**config.mk**
```make
export PLATFORM = sky130hd
export DESIGN_NAME = flash_prot_host
export DESIGN_NICKNAME = d
export VERILOG_FILES = /design/src/common/flash_prot_pkg.sv /design/src/design/flash_bus_cycle.sv /design/src/design/flash_prot_host.sv
export SDC_FILE = /design/constraint.sdc
export NUM_CORES = 1
export LEC_CHECK = 0
export ABC_AREA = 1
export BUFFER_PORTS_ARGS = -buffer_cell sky130_fd_sc_hd__clkbuf_2
export CORE_ASPECT_RATIO = 0.7
export CORE_MARGIN = 1
export CORE_UTILIZATION = 55
export CTS_BUF_LIST = sky130_fd_sc_hd__clkbuf_4
export CTS_CLUSTER_DIAMETER = 50
export DETAILED_ROUTE_END_ITERATION = 10
export PLACE_DENSITY = 0.86
export SYNTH_ARGS = -nofsm -noshare
export SYNTH_HDL_FRONTEND = slang
export SYNTH_SLANG_ARGS = --single-unit
export TNS_END_PERCENT = 1
```
**constraint.sdc**
```tcl
create_clock -name ref_clk -period 4.59 [get_ports ref_clk]
set_input_delay 0.459 -clock ref_clk [delete_from_list [all_inputs] [get_ports ref_clk]]
set_output_delay 0.459 -clock ref_clk [all_outputs]
set_load 0.005 [all_outputs]
```
**src/common/flash_prot_pkg.sv**
```systemverilog
/*
 * Constants shared by the flash protection host controller: software register
 * map, field positions, reset values, bus-cycle timing and protection units.
 * Assumes a 100 MHz ref_clk and a device with a 20-bit word address.
 */
package flash_prot_pkg;
    // Clock and flash bus-cycle timing
    localparam int CLK_PERIOD_NS = 10;
    localparam int WE_LOW_NS = 50;
    localparam int WE_LOW_CYC = (WE_LOW_NS + CLK_PERIOD_NS - 1) / CLK_PERIOD_NS;
    localparam int RD_ACCESS_NS = 100;
    localparam int RD_ACCESS_CYC = (RD_ACCESS_NS + CLK_PERIOD_NS - 1) / CLK_PERIOD_NS;
    localparam int RST_LOW_NS = 500;
    localparam int RST_LOW_CYC = (RST_LOW_NS + CLK_PERIOD_NS - 1) / CLK_PERIOD_NS;

    // Flash geometry
    localparam int FL_ADDR_W = 20;
    localparam int FL_DATA_W = 16;
    localparam int NUM_UNITS = 17;
    localparam int UNIT_W = 5;

    // Upper address byte (A19-A12) that selects each protection unit
    localparam logic [7:0] UNIT_CODE [NUM_UNITS] = '{
        8'h00, 8'h01, 8'h02, 8'h03, 8'h04, 8'h05, 8'h06, 8'h07,
        8'h08, 8'h20, 8'h40, 8'h60, 8'h80, 8'ha0, 8'hc0, 8'he0, 8'hf8};

    // Software register offsets
    localparam logic [7:0] REG_CTRL = 8'h00;
    localparam logic [7:0] REG_CMD = 8'h04;
    localparam logic [7:0] REG_KEEP = 8'h08;
    localparam logic [7:0] REG_STATUS = 8'h0c;
    localparam logic [7:0] REG_MAP = 8'h10;

    // Field positions and reset values
    localparam int CTRL_WP_BIT = 0;
    localparam int CTRL_TEMP_BIT = 1;
    localparam logic [1:0] CTRL_RST_VAL = 2'h1;
    localparam int CMD_OP_LSB = 0;
    localparam int CMD_UNIT_LSB = 8;
    localparam int ST_BUSY_BIT = 0;
    localparam int ST_ERR_BIT = 1;
    localparam int ST_SEC_BIT = 2;
    localparam int ST_VER_BIT = 3;

    typedef enum logic [2:0] {
        OP_NONE, OP_PROTECT, OP_UNPROT_ALL, OP_VERIFY, OP_ENTER_SEC, OP_EXIT_SEC, OP_HW_RESET
    } op_t;
endpackage : flash_prot_pkg

```
**src/design/flash_bus_cycle.sv**
```systemverilog
/*
 * One processor-style flash bus cycle (write or read): setup, strobe, hold.
 * Assumes the caller raises start only while busy is low; dq_in is synchronous.
 */
`timescale 1ns/1ps
module flash_bus_cycle #(
    parameter int ADDR_W = 20,
    parameter int DATA_W = 16
) (
    // Clock and reset
    input wire logic ref_clk,
    input wire logic sys_rst,
    input wire logic clk_en,
    // Request and answer
    input wire logic start,
    input wire logic is_write,
    input wire logic [ADDR_W-1:0] addr,
    input wire logic [DATA_W-1:0] wdata,
    output logic busy,
    output logic done,
    output logic [DATA_W-1:0] rdata,
    // Flash pins
    output logic [ADDR_W-1:0] fl_addr,
    input wire logic [DATA_W-1:0] dq_in,
    output logic [DATA_W-1:0] dq_out,
    output logic dq_oe_n,
    output logic ce_n,
    output logic oe_n,
    output logic we_n
);
    // Command codes ride on the low data byte, so narrower buses cannot work
    if (ADDR_W < 1 || DATA_W < 8) begin : g_chk
        $error("flash_bus_cycle: width parameter out of range");
    end
    typedef enum logic [1:0] {B_IDLE, B_SETUP, B_ACT, B_HOLD} bstate_t;
    bstate_t st_r;
    logic wr_r;
    logic [7:0] cnt_r;

    // Address and data settle one cycle before the strobe, and stay one after
    always_ff @(posedge ref_clk or posedge sys_rst) begin
        if (sys_rst) begin
            st_r <= B_IDLE;
            wr_r <= 1'b0;
            cnt_r <= 8'h00;
            busy <= 1'b0;
            done <= 1'b0;
            rdata <= '0;
            fl_addr <= '0;
            dq_out <= '0;
            dq_oe_n <= 1'b1;
            ce_n <= 1'b1;
            oe_n <= 1'b1;
            we_n <= 1'b1;
        end else if (clk_en) begin
            done <= 1'b0;
            unique case (st_r)
                B_IDLE: begin
                    if (start) begin
                        fl_addr <= addr;
                        dq_out <= wdata;
                        wr_r <= is_write;
                        dq_oe_n <= !is_write;
                        ce_n <= 1'b0;
                        busy <= 1'b1;
                        st_r <= B_SETUP;
                    end
                end
                B_SETUP: begin
                    we_n <= !wr_r;
                    oe_n <= wr_r;
                    cnt_r <= wr_r ? 8'(flash_prot_pkg::WE_LOW_CYC - 1) : 8'(flash_prot_pkg::RD_ACCESS_CYC - 1);
                    st_r <= B_ACT;
                end
                B_ACT: begin
                    if (cnt_r == 8'h00) begin
                        we_n <= 1'b1;
                        oe_n <= 1'b1;
                        if (!wr_r) begin
                            rdata <= dq_in;
                        end
                        done <= 1'b1;
                        st_r <= B_HOLD;
                    end else begin
                        cnt_r <= cnt_r - 8'h01;
                    end
                end
                B_HOLD: begin
                    ce_n <= 1'b1;
                    dq_oe_n <= 1'b1;
                    busy <= 1'b0;
                    st_r <= B_IDLE;
                end
            endcase
        end
    end
endmodule : flash_bus_cycle

```
**src/design/flash_prot_host.sv**
```systemverilog
/*
 * Host controller that drives a parallel flash through its pins to protect,
 * unprotect and verify protection units, to hold temporary unprotect, and to
 * enter or leave the secured sector. Software uses a plain register port.
 * Assumes one 100 MHz clock and flash inputs synchronous to it.
 */
`timescale 1ns/1ps
// Summary of operation
// - Protect and unprotect only with elevated voltage, using normal bus cycles.
// - Before unprotecting, host protects every unit first.
// - Unprotect clears all units; host re-protects chosen units one by one.
// - Host always drives the write-protect pin to a defined level.
// - Host enters secured mode with three cycles and leaves with exit sequence.
module flash_prot_host #(
    parameter int PROT_WAIT_CYC = 1000,
    parameter int MAX_TRIES = 25,
    parameter logic [7:0] PROT_CODE = 8'h01,
    parameter logic [7:0] UNPROT_CODE = 8'h02,
    parameter logic [7:0] VERIFY_CODE = 8'h03,
    parameter logic [7:0] UNLOCK_A = 8'h04,
    parameter logic [7:0] UNLOCK_B = 8'h05,
    parameter logic [7:0] ENTER_CODE = 8'h06,
    parameter logic [7:0] EXIT_CODE = 8'h07,
    parameter logic [19:0] UNLOCK_ADDR_A = 20'h00001,
    parameter logic [19:0] UNLOCK_ADDR_B = 20'h00002
) (
    // Clock, reset, enable
    input wire logic ref_clk,
    input wire logic sys_rst,
    input wire logic clk_en,
    // Software register port
    input wire logic [7:0] reg_addr,
    input wire logic [31:0] reg_wdata,
    input wire logic reg_wr,
    input wire logic reg_rd,
    output logic [31:0] reg_rdata,
    // Flash pins
    output logic [19:0] flash_addr,
    input wire logic [15:0] dq_in,
    output logic [15:0] dq_out,
    output logic dq_oe_n,
    output logic ce_n,
    output logic oe_n,
    output logic we_n,
    output logic reset_n,
    output logic elevated_id_voltage,
    output logic write_protect_accel_pin
);
    localparam int NU = flash_prot_pkg::NUM_UNITS;
    if (PROT_WAIT_CYC < 1 || PROT_WAIT_CYC > 65535 || MAX_TRIES < 1 || MAX_TRIES > 255) begin : g_chk
        $error("flash_prot_host: parameter out of range");
    end

    typedef enum logic [3:0] {S_IDLE, S_WR_PROT, S_PWAIT, S_WR_VER, S_RD_VER, S_SCAN, S_SEQ, S_RST} state_t;
    typedef enum logic [2:0] {PH_SINGLE, PH_ALL, PH_UNP, PH_KEEP, PH_VERIFY} phase_t;

    state_t st_r;
    phase_t ph_r;
    logic [1:0] ctrl_r;
    logic [NU-1:0] keep_r;
    logic [NU-1:0] map_r;
    logic [4:0] unit_r;
    logic [7:0] tries_r;
    logic [15:0] wait_r;
    logic [1:0] seq_r;
    logic exit_r;
    logic pend_r;
    logic err_r;
    logic sec_r;
    logic ver_r;
    logic vid_r;
    logic rst_n_r;
    logic wp_r;

    // Bus cycle engine and its request
    logic bus_busy;
    logic bus_done;
    logic [15:0] bus_rdata;
    wire in_bus_st = (st_r == S_WR_PROT) || (st_r == S_WR_VER) || (st_r == S_RD_VER) || (st_r == S_SEQ);
    wire bus_req = in_bus_st && !pend_r && !bus_busy;
    wire bus_is_wr = (st_r != S_RD_VER);
    wire [19:0] unit_addr = {flash_prot_pkg::UNIT_CODE[unit_r], 12'h000};
    wire [7:0] seq_code = (seq_r == 2'd0) ? UNLOCK_A : (seq_r == 2'd1) ? UNLOCK_B : (exit_r ? EXIT_CODE : ENTER_CODE);
    wire [19:0] seq_addr = (seq_r == 2'd1) ? UNLOCK_ADDR_B : UNLOCK_ADDR_A;
    wire [7:0] op_code = (st_r == S_WR_PROT) ? ((ph_r == PH_UNP) ? UNPROT_CODE : PROT_CODE) : VERIFY_CODE;
    wire [7:0] bus_code = (st_r == S_SEQ) ? seq_code : op_code;
    wire [19:0] bus_addr = (st_r == S_SEQ) ? seq_addr : unit_addr;

    flash_bus_cycle #(.ADDR_W(20), .DATA_W(16)) u_bus (
        .ref_clk(ref_clk), .sys_rst(sys_rst), .clk_en(clk_en),
        .start(bus_req), .is_write(bus_is_wr), .addr(bus_addr), .wdata({8'h00, bus_code}),
        .busy(bus_busy), .done(bus_done), .rdata(bus_rdata),
        .fl_addr(flash_addr), .dq_in(dq_in), .dq_out(dq_out), .dq_oe_n(dq_oe_n),
        .ce_n(ce_n), .oe_n(oe_n), .we_n(we_n));

    // Register decode
    wire wr_ctrl = reg_wr && (reg_addr == flash_prot_pkg::REG_CTRL);
    wire wr_cmd = reg_wr && (reg_addr == flash_prot_pkg::REG_CMD) && (st_r == S_IDLE);
    wire wr_keep = reg_wr && (reg_addr == flash_prot_pkg::REG_KEEP);
    wire [2:0] cmd_op = reg_wdata[flash_prot_pkg::CMD_OP_LSB +: 3];
    wire [4:0] cmd_unit = reg_wdata[flash_prot_pkg::CMD_UNIT_LSB +: 5];
    wire unit_bad = (cmd_unit >= 5'(NU));
    wire [3:0] status_w = {ver_r, sec_r, err_r, st_r != S_IDLE};
    wire [31:0] rd_mux =
        (reg_addr == flash_prot_pkg::REG_CTRL) ? {30'h0, ctrl_r} :
        (reg_addr == flash_prot_pkg::REG_KEEP) ? {15'h0, keep_r} :
        (reg_addr == flash_prot_pkg::REG_STATUS) ? {28'h0, status_w} :
        (reg_addr == flash_prot_pkg::REG_MAP) ? {15'h0, map_r} : 32'h0;
    // Verify result: protect expects 1, unprotect expects 0
    wire ver_bit = bus_rdata[0];
    wire ver_ok = (ph_r == PH_UNP) ? !ver_bit : ver_bit;
    wire last_unit = (unit_r == 5'(NU - 1));

    // Register side and the pin levels software owns
    always_ff @(posedge ref_clk or posedge sys_rst) begin
        if (sys_rst) begin
            ctrl_r <= flash_prot_pkg::CTRL_RST_VAL;
            keep_r <= '0;
            reg_rdata <= 32'h0;
            wp_r <= 1'b1;
            vid_r <= 1'b0;
        end else if (clk_en) begin
            if (wr_ctrl) ctrl_r <= reg_wdata[1:0];
            if (wr_keep) keep_r <= reg_wdata[NU-1:0];
            reg_rdata <= reg_rd ? rd_mux : 32'h0;
            wp_r <= ctrl_r[flash_prot_pkg::CTRL_WP_BIT];
            // Elevated voltage during protect work or while temporary unprotect is asked for
            vid_r <= ((st_r != S_IDLE) && (ph_r != PH_VERIFY) && (st_r != S_SEQ) && (st_r != S_RST))
                     || ctrl_r[flash_prot_pkg::CTRL_TEMP_BIT];
        end
    end

    // Sequencer; the pending flag keeps one bus cycle per state visit, except S_SEQ, which runs three in one visit
    always_ff @(posedge ref_clk or posedge sys_rst) begin
        if (sys_rst) begin
            st_r <= S_IDLE;
            ph_r <= PH_SINGLE;
            unit_r <= 5'h0;
            tries_r <= 8'h0;
            wait_r <= 16'h0;
            seq_r <= 2'd0;
            exit_r <= 1'b0;
            pend_r <= 1'b0;
            err_r <= 1'b0;
            sec_r <= 1'b0;
            ver_r <= 1'b0;
            map_r <= '0;
            rst_n_r <= 1'b1;
        end else if (clk_en) begin
            if (bus_req) pend_r <= 1'b1;
            else if (bus_done) pend_r <= 1'b0;
            unique case (st_r)
                S_IDLE: begin
                    tries_r <= 8'h0;
                    seq_r <= 2'd0;
                    if (wr_cmd) begin
                        unit_r <= cmd_unit;
                        err_r <= 1'b0;
                        unique case (flash_prot_pkg::op_t'(cmd_op))
                            flash_prot_pkg::OP_PROTECT: begin
                                if (unit_bad) err_r <= 1'b1;
                                else begin ph_r <= PH_SINGLE; st_r <= S_WR_PROT; end
                            end
                            flash_prot_pkg::OP_UNPROT_ALL: begin
                                ph_r <= PH_ALL;
                                unit_r <= 5'h0;
                                st_r <= S_WR_PROT;
                            end
                            flash_prot_pkg::OP_VERIFY: begin
                                if (unit_bad) err_r <= 1'b1;
                                else begin ph_r <= PH_VERIFY; st_r <= S_WR_VER; end
                            end
                            flash_prot_pkg::OP_ENTER_SEC: begin exit_r <= 1'b0; st_r <= S_SEQ; end
                            flash_prot_pkg::OP_EXIT_SEC: begin exit_r <= 1'b1; st_r <= S_SEQ; end
                            flash_prot_pkg::OP_HW_RESET: begin
                                wait_r <= 16'(flash_prot_pkg::RST_LOW_CYC - 1);
                                rst_n_r <= 1'b0;
                                st_r <= S_RST;
                            end
                            default: err_r <= 1'b1;
                        endcase
                    end
                end
                S_WR_PROT: if (bus_done) begin
                    wait_r <= 16'(PROT_WAIT_CYC - 1);
                    st_r <= S_PWAIT;
                end
                S_PWAIT: begin
                    if (wait_r == 16'h0) st_r <= S_WR_VER;
                    else wait_r <= wait_r - 16'h1;
                end
                S_WR_VER: if (bus_done) st_r <= S_RD_VER;
                S_RD_VER: if (bus_done) begin
                    if (ph_r == PH_VERIFY) begin
                        map_r[unit_r] <= ver_bit;
                        ver_r <= ver_bit;
                        st_r <= S_IDLE;
                    end else if (ver_ok) begin
                        tries_r <= 8'h0;
                        ver_r <= ver_bit;
                        unique case (ph_r)
                            PH_SINGLE: begin map_r[unit_r] <= 1'b1; st_r <= S_IDLE; end
                            PH_ALL: begin
                                map_r[unit_r] <= 1'b1;
                                if (last_unit) begin ph_r <= PH_UNP; unit_r <= 5'h0; end
                                else unit_r <= unit_r + 5'h1;
                                st_r <= S_WR_PROT;
                            end
                            PH_UNP: begin map_r <= '0; ph_r <= PH_KEEP; st_r <= S_SCAN; end
                            default: begin map_r[unit_r] <= 1'b1; unit_r <= unit_r + 5'h1; st_r <= S_SCAN; end
                        endcase
                    end else if (tries_r == 8'(MAX_TRIES - 1)) begin
                        err_r <= 1'b1;
                        st_r <= S_IDLE;
                    end else begin
                        tries_r <= tries_r + 8'h1;
                        st_r <= S_WR_PROT;
                    end
                end
                // Re-protect only the units software marked to keep
                S_SCAN: begin
                    if (unit_r == 5'(NU)) st_r <= S_IDLE;
                    else if (keep_r[unit_r]) st_r <= S_WR_PROT;
                    else unit_r <= unit_r + 5'h1;
                end
                S_SEQ: if (bus_done) begin
                    if (seq_r == 2'd2) begin
                        sec_r <= !exit_r;
                        st_r <= S_IDLE;
                    end else seq_r <= seq_r + 2'd1;
                end
                S_RST: begin
                    if (wait_r == 16'h0) begin
                        rst_n_r <= 1'b1;
                        sec_r <= 1'b0;
                        st_r <= S_IDLE;
                    end else wait_r <= wait_r - 16'h1;
                end
            endcase
        end
    end

    assign reset_n = rst_n_r;
    assign elevated_id_voltage = vid_r;
    assign write_protect_accel_pin = wp_r;

    // Helper counters watched by the checks below
    logic [7:0] we_low_cnt;
    logic [1:0] seq_wr_cnt;
    always_ff @(posedge ref_clk or posedge sys_rst) begin
        if (sys_rst) begin
            we_low_cnt <= 8'h0;
            seq_wr_cnt <= 2'd0;
        end else if (clk_en) begin
            we_low_cnt <= we_n ? 8'h0 : we_low_cnt + 8'h1;
            if (st_r != S_SEQ) seq_wr_cnt <= 2'd0;
            else if (bus_done) seq_wr_cnt <= seq_wr_cnt + 2'd1;
        end
    end
endmodule : flash_prot_host

```
==> impl_metrics.toml, run 1 <==
[outcome]
status = "completed"

[clock_network]
h-tree-depth = 4
cts_root_buf = "clkbuf_4"
cts_setup_buffers = 0
insertion_delay_ps = 540
cts_inserted_buffers = 17
path_clk_slew_ps = 120
cts.sinks = 129
cts_resized = 0
cts_tree = "yes"
hold_buffers = 0
clock_path_buffers = 2

[routing]
ant_nets = 0
avgViaCountPerCell = 5.41
num_vias = 6792
drt-wirelength-per-cell_microns = 14.9
routed_wl_microns = 18700
drc = 0
drtIter0Drc = 593
drt_first_pass_iters = 5

[global_route]
antenna_found_initial = 1
grt_usage = 0.283
grt_pass1_wl_microns = 31100
grt_max_degree = 79
grt_pass1_vias = 6307
grt_overflow_total = 0

[logic_synthesis]
ys_types = 49
synth_seq_cells = 129
ys_seq_area_frac = 0.426
yosysWarnings = 0
syn_inst = 992
syn_area_sq_mm = 0.00760
synth_area_per_cell_sq_um = 7.66

[setup_path]
path_class = "reg -> reg"
cp_cell_sequence = "inv_1 -> ha_1 -> inv_1 -> nor2_1 -> inv_1 -> o22ai_1 -> o22ai_1 -> nand3_1 -> nand2_1"
cp-start-kind = "flip-flop"
cp_slowest_cell = "dfrtp_1"
cp-end-kind = "flip-flop"
critical_path_arrival_ps = 2960
critPathMaxFanout = 10
max_stage_delay_ps = 570
cp.required_ps = 5030
cp_common_cell = "inv_1"

[sta]
post-route-period-util = 0.550
max_slew_margin = 0.375
finalSetupViolCount = 0
finalHoldViolCount = 0
skew_ps = 21.5
max_freq_mhz = 396
worst_pin_slew_ps = 938
slew_violations = 0
fin_crit_ps = 2520
rsz0062_at_grt = "no"
tns_ps = 0

[placed_design]
dp_hpwl_microns = 13700
place_congestion = 0.945
io_buffers = 67

[die]
core_sq_mm = 0.0133
start_util = 0.571
pin_count = 136
core.rowCount = 35
die_h_microns = 100
die_w_microns = 142
dieArea_sq_mm = 0.0143

[layout]
area_growth_pct = 8.07
drive_above_1_share = 0.148
mostFrequentLayoutCells = "248 x nand2_1, 122 x dfrtp_1, 110 x inv_1, 90 x nor2_1, 80 x o21ai_0"
fin_nets = 1135
layout_commonest_cell = "nand2_1"
antenna_cells = 0
utilization = 0.617

[power_and_ir_drop]
ir_worst_vdd_mv = 0.206
p_per_area_mw_per_mm2 = 508
p_leak_uw = 0.00415

[hold_path]
min_path_type = "in -> async"

[job]
maxCapViolations = 0
-- metrics by stage --
step	hold slack, ps	area (sq um)	setup WS, ps	total power (uW)	cells
CTS	113	8210	2170	4140	1256
global route	107	8210	1930	4480	1256
detailed placement	462	7910	2100	3290	1224
finish	109	8210	2070	4170	1256
global placement	460	7910	2140	3240	1224
floorplan	428	7740	702	2860	1029
-- worst max-delay path: cells and delay by family, from the launching register on --
family / cells / cell delay [ps]
AO/OA/AOI/OAI: 2 / 490
AND/OR/NAND/NOR: 3 / 350
adder cells (fa/ha/maj): 1 / 450
buffers and inverters: 3 / 560
flip-flops: 1 / 570
-- layer usage --
metal	vias up	track usage	share of wire
met5	-	0	0
met4	0	0.0926	0.015
met3	33	0.0782	0.11
met2	337	0.397	0.40
met1	3144	0.417	0.47
li1	3278	-	-
-- final cells by class --
cell class / count / area (sq um)
fillers: 1194 / 5100
multi-input cells: 718 / 3610
flip-flops and latches: 129 / 3240
inverters: 120 / 453
repair buffers: 72 / 373
well taps: 185 / 231
clock inverters: 13 / 163
clock buffers: 19 / 143
-- power by group --
| group | switching (uW) | internal (uW) | leakage (uW) |
|---|---|---|---|
| Combinational | 1150 | 561 | 0.00235 |
| Sequential | 239 | 1380 | 0.00164 |
| Clock | 456 | 390 | 0.000161 |
| Total | 1840 | 2330 | 0.00415 |
-- registers in the layout (all words and copies together), names as in the netlist, 2 cells and up --
register       cells
keep_r            17
u_bus.dq_out       3
seq_r              2
ph_r               3
u_bus.cnt_r        8
ctrl_r             2
reg_rdata         17
unit_r             5
st_r               3
u_bus.st_r         2
u_bus.fl_addr     10
wait_r            16
tries_r            8
map_r             17
-- worst paths after layout --
check / from / end / slack [ps] / cells after the start
setup / recovery: unit_r[1] / unit_r[1] / 2070 / 9
hold / removal: sys_rst / u_bus.cnt_r[5] / 110 / 2
setup reg to reg: unit_r[1] / unit_r[1] / 2070 / 9
hold reg to reg: u_bus.ce_n / u_bus.ce_n / 480 / 2
max in group asynchronous: sys_rst / ctrl_r[0] / 3510 / 3
min in group ref_clk: reg_wdata[13] / keep_r[13] / 140 / 2
-- logic make-up (layout without fill, tap and decap cells) --
logic type               after synthesis  count (layout)  synth area share
other                                  1              38          0.000494
XOR/XNOR                              19              19            0.0219
AO/OA/AOI/OAI                        176             176             0.135
adder cells (fa/ha/maj)               16              16            0.0263
multiplexers                           9               9            0.0133
flip-flops                           129             129             0.426
AND/OR/NAND/NOR                      460             460             0.260
buffers and inverters                182             224             0.117
-- synth_stat cells, drive strengths merged --
cell type  number  share of area
a22oi           1        0.00099
o221ai          2         0.0023
ha             16          0.026
inv           117          0.058
a21boi         12          0.014
xnor2           8         0.0092
a21oi          35          0.023
nand2         255           0.13
nor2          102          0.057
xor2           11          0.013
a31oi           8         0.0066
nand3b          2         0.0020
o21ai          88          0.059
nand4           6         0.0049
clkbuf          9         0.0044
dfrtp         122           0.40
a2bb2oi         4         0.0046
mux2            9          0.013
o31ai           3         0.0030
clkinv          3         0.0015
o22a            2         0.0023
nor3b           1        0.00099
o22ai          14          0.012
conb            1        0.00049
or2             2         0.0016
nor4            1         0.0016
dfstp           7          0.024
buf            53          0.053
nor3           25          0.019
nand3          66          0.044
o211ai          3         0.0030
a211oi          1        0.00099
o32ai           1         0.0012
o41ai           2         0.0023
Power figures use the tool's default switching activity.
==> run 2, diff against run 1 <==
--- a/config.mk
+++ b/config.mk
@@ -9,7 +9,7 @@
 export BUFFER_PORTS_ARGS = -buffer_cell sky130_fd_sc_hd__clkbuf_2
 export CORE_ASPECT_RATIO = 0.7
 export CORE_MARGIN = 1
-export CORE_UTILIZATION = 55
+export CORE_UTILIZATION = 53
 export CTS_BUF_LIST = sky130_fd_sc_hd__clkbuf_4
 export CTS_CLUSTER_DIAMETER = 50
 export DETAILED_ROUTE_END_ITERATION = 10
==> constraint.sdc (replaced) <==
create_clock -name ref_clk -period 2 [get_ports ref_clk]
set_input_delay 0.2 -clock ref_clk [delete_from_list [all_inputs] [get_ports ref_clk]]
set_output_delay 0.2 -clock ref_clk [all_outputs]
set_load 0.005 [all_outputs]
==> run 2 against run 1 <==
- hold slack lost 97 ps
- first-iteration DRC count grew 9.9%
- sequential power grew 130%
- via count grew 3.2%
- largest power group unchanged
- critical path depth grew 2
- sequential cell count is the same
- count of clock-buffer cells in the layout is the same
- critical path type unchanged
- die area grew 3.7%
- critical endpoint is now u_bus.cnt_r[3]
==> impl_metrics.toml, run 2 (same netlist as run 1, synthesis figures left out) <==
[outcome]
status = "completed"

[sta]
fin_crit_ps = 1900
tns_ps = 0
finalSetupViolCount = 0
post-route-period-util = 0.950
max_freq_mhz = 526
slew_violations = 0
skew_ps = 20.9
fin_ws_ps = 100
max_slew_margin = 0.541
finalHoldViolCount = 0
worst_pin_slew_ps = 689
rsz0062_at_grt = "yes"

[power_and_ir_drop]
p_int_uw = 5510
p_leak_uw = 0.00438
power.switching_uw = 4370
p_clk_frac = 0.184
p_per_area_mw_per_mm2 = 1130
power_frac_comb = 0.447
seqPwrFrac = 0.370
switching_share = 0.442
ir_worst_vdd_mv = 0.521

[job]
maxCapViolations = 0

[setup_path]
cp_slowest_cell = "dfrtp_1"
cp.required_ps = 2430
cp_common_cell = "nor2_4"
critical_path_buf_inv_count = 2
cp_cell_sequence = "inv_1 -> ha_1 -> nand2_1 -> nor2_4 -> nand3_1 -> nor2_4 -> nor2_4 -> inv_1 -> a21oi_2 -> o21ai_0 -> o21ai_0"
critical_path_arrival_ps = 2330
critPathTopFamily = "simple AND/OR/NAND/NOR gates"
cp-end-kind = "flip-flop"
path_class = "reg -> reg"
critPathMaxFanout = 9
cp-start-kind = "flip-flop"
max_stage_delay_ps = 380

[layout]
fin_nets = 1189
largest_registers = "keep_r x17, map_r x17, reg_rdata x17"
area_growth_pct = 14.7
mostFrequentLayoutCells = "247 x nand2_1, 120 x dfrtp_1, 110 x inv_1, 85 x nor2_1, 80 x o21ai_0"
drive_above_1_share = 0.182
layout_commonest_cell = "nand2_1"
fillers = 1208

[clock_network]
insertion_delay_ps = 550
cts_setup_buffers = 0
path_clk_slew_ps = 130
h-tree-depth = 4
cts.sinks = 129
cts_root_buf = "clkbuf_4"
cts_inserted_buffers = 17
cts_tree = "yes"
clock_path_buffers = 2

[global_route]
antenna_found_initial = 1
grt_pass1_vias = 6420
grt_pass1_wl_microns = 31700
grt_max_degree = 130
grt_overflow_total = 0
grt_usage = 0.273

[routing]
avgViaCountPerCell = 5.33
drtIter0Drc = 652
ant_nets = 0
drt-wirelength-per-cell_microns = 14.6
drt_first_pass_iters = 5
drc = 0
num_vias = 7012
routed_wl_microns = 19200

[hold_path]
min_path_type = "in -> reg"

[placed_design]
place_congestion = 0.952
io_buffers = 67
pre_cts_slack_ps = -6.26
dp_hpwl_microns = 14000

[die]
die_w_microns = 145
dieArea_sq_mm = 0.0148
pin_count = 136
die_h_microns = 102
core_sq_mm = 0.0140
core.rowCount = 36
start_util = 0.544
-- run 2: repair_timing --
action	in CTS	in global routing
hold buffers	18	0
setup endpoints to repair	4	22
gates resized for setup	3	12
pin swaps	0	0
endpoints found under the hold margin	140	0
-- run 2: power groups by stage --
stage                     combinational [uW]  clock [uW]  sequential (uW)
final                                   4420        1810             3650
after global routing                    4930        1950             3720
after global placement                  4060           0             3650
after CTS                               4270        1830             3630
after floorplan                         3050           0             3530
after detailed placement                4190           0             3670
-- run 2: routing by layer --
metal	vias up	global-route usage	wire, microns
met4	2	0.0615	230
li1	3391	-	-
met2	330	0.410	8120
met3	36	0.0723	2010
met1	3253	0.396	8790
met5	-	0	13
-- run 2: final cells by class --
cell class	instances	area, sq um	area share
timing repair buffer	126	836	0.0959
multi-input combinational	718	3660	0.420
clock buffer	19	143	0.0164
inverter	120	454	0.0521
clock inverter	13	140	0.0161
antenna	1	2.50	0.000287
tap	190	238	0.0273
sequential	129	3240	0.372
-- run 2: path summary, 6_finish.rpt --
check                      slack [ps]      startpoint              to  cells after the start
min in group asynchronous         350         sys_rst  u_bus.cnt_r[5]                      4
hold / removal                     10    reg_wdata[1]       keep_r[1]                      3
max in group asynchronous        1080         sys_rst         st_r[0]                      4
setup / recovery                  100  u_bus.cnt_r[0]  u_bus.cnt_r[3]                     11
hold reg to reg                   480      u_bus.ce_n      u_bus.ce_n                      2
setup reg to reg                  100  u_bus.cnt_r[0]  u_bus.cnt_r[3]                     11
-- run 2: per-stage QoR --
step	cell area (sq um)	instances	total power, uW	hold slack (ps)	util
finish	8710	1316	9880	11.8	0.624
floorplan	7740	1029	6580	337	-
detailed placement	8200	1265	7860	436	0.587
global route	8710	1315	10600	32.9	0.624
global placement	8200	1265	7720	432	0.587
CTS	8670	1315	9730	1.76	0.621
-- run 2: worst register-to-register path, cell delays in order (launching register included) --
cell,delay (ps)
dfrtp_1,380
inv_1,120
ha_1,190
nand2_1,130
nor2_4,150
nand3_1,160
nor2_4,190
nor2_4,80
inv_1,100
a21oi_2,50
o21ai_0,90
o21ai_0,140
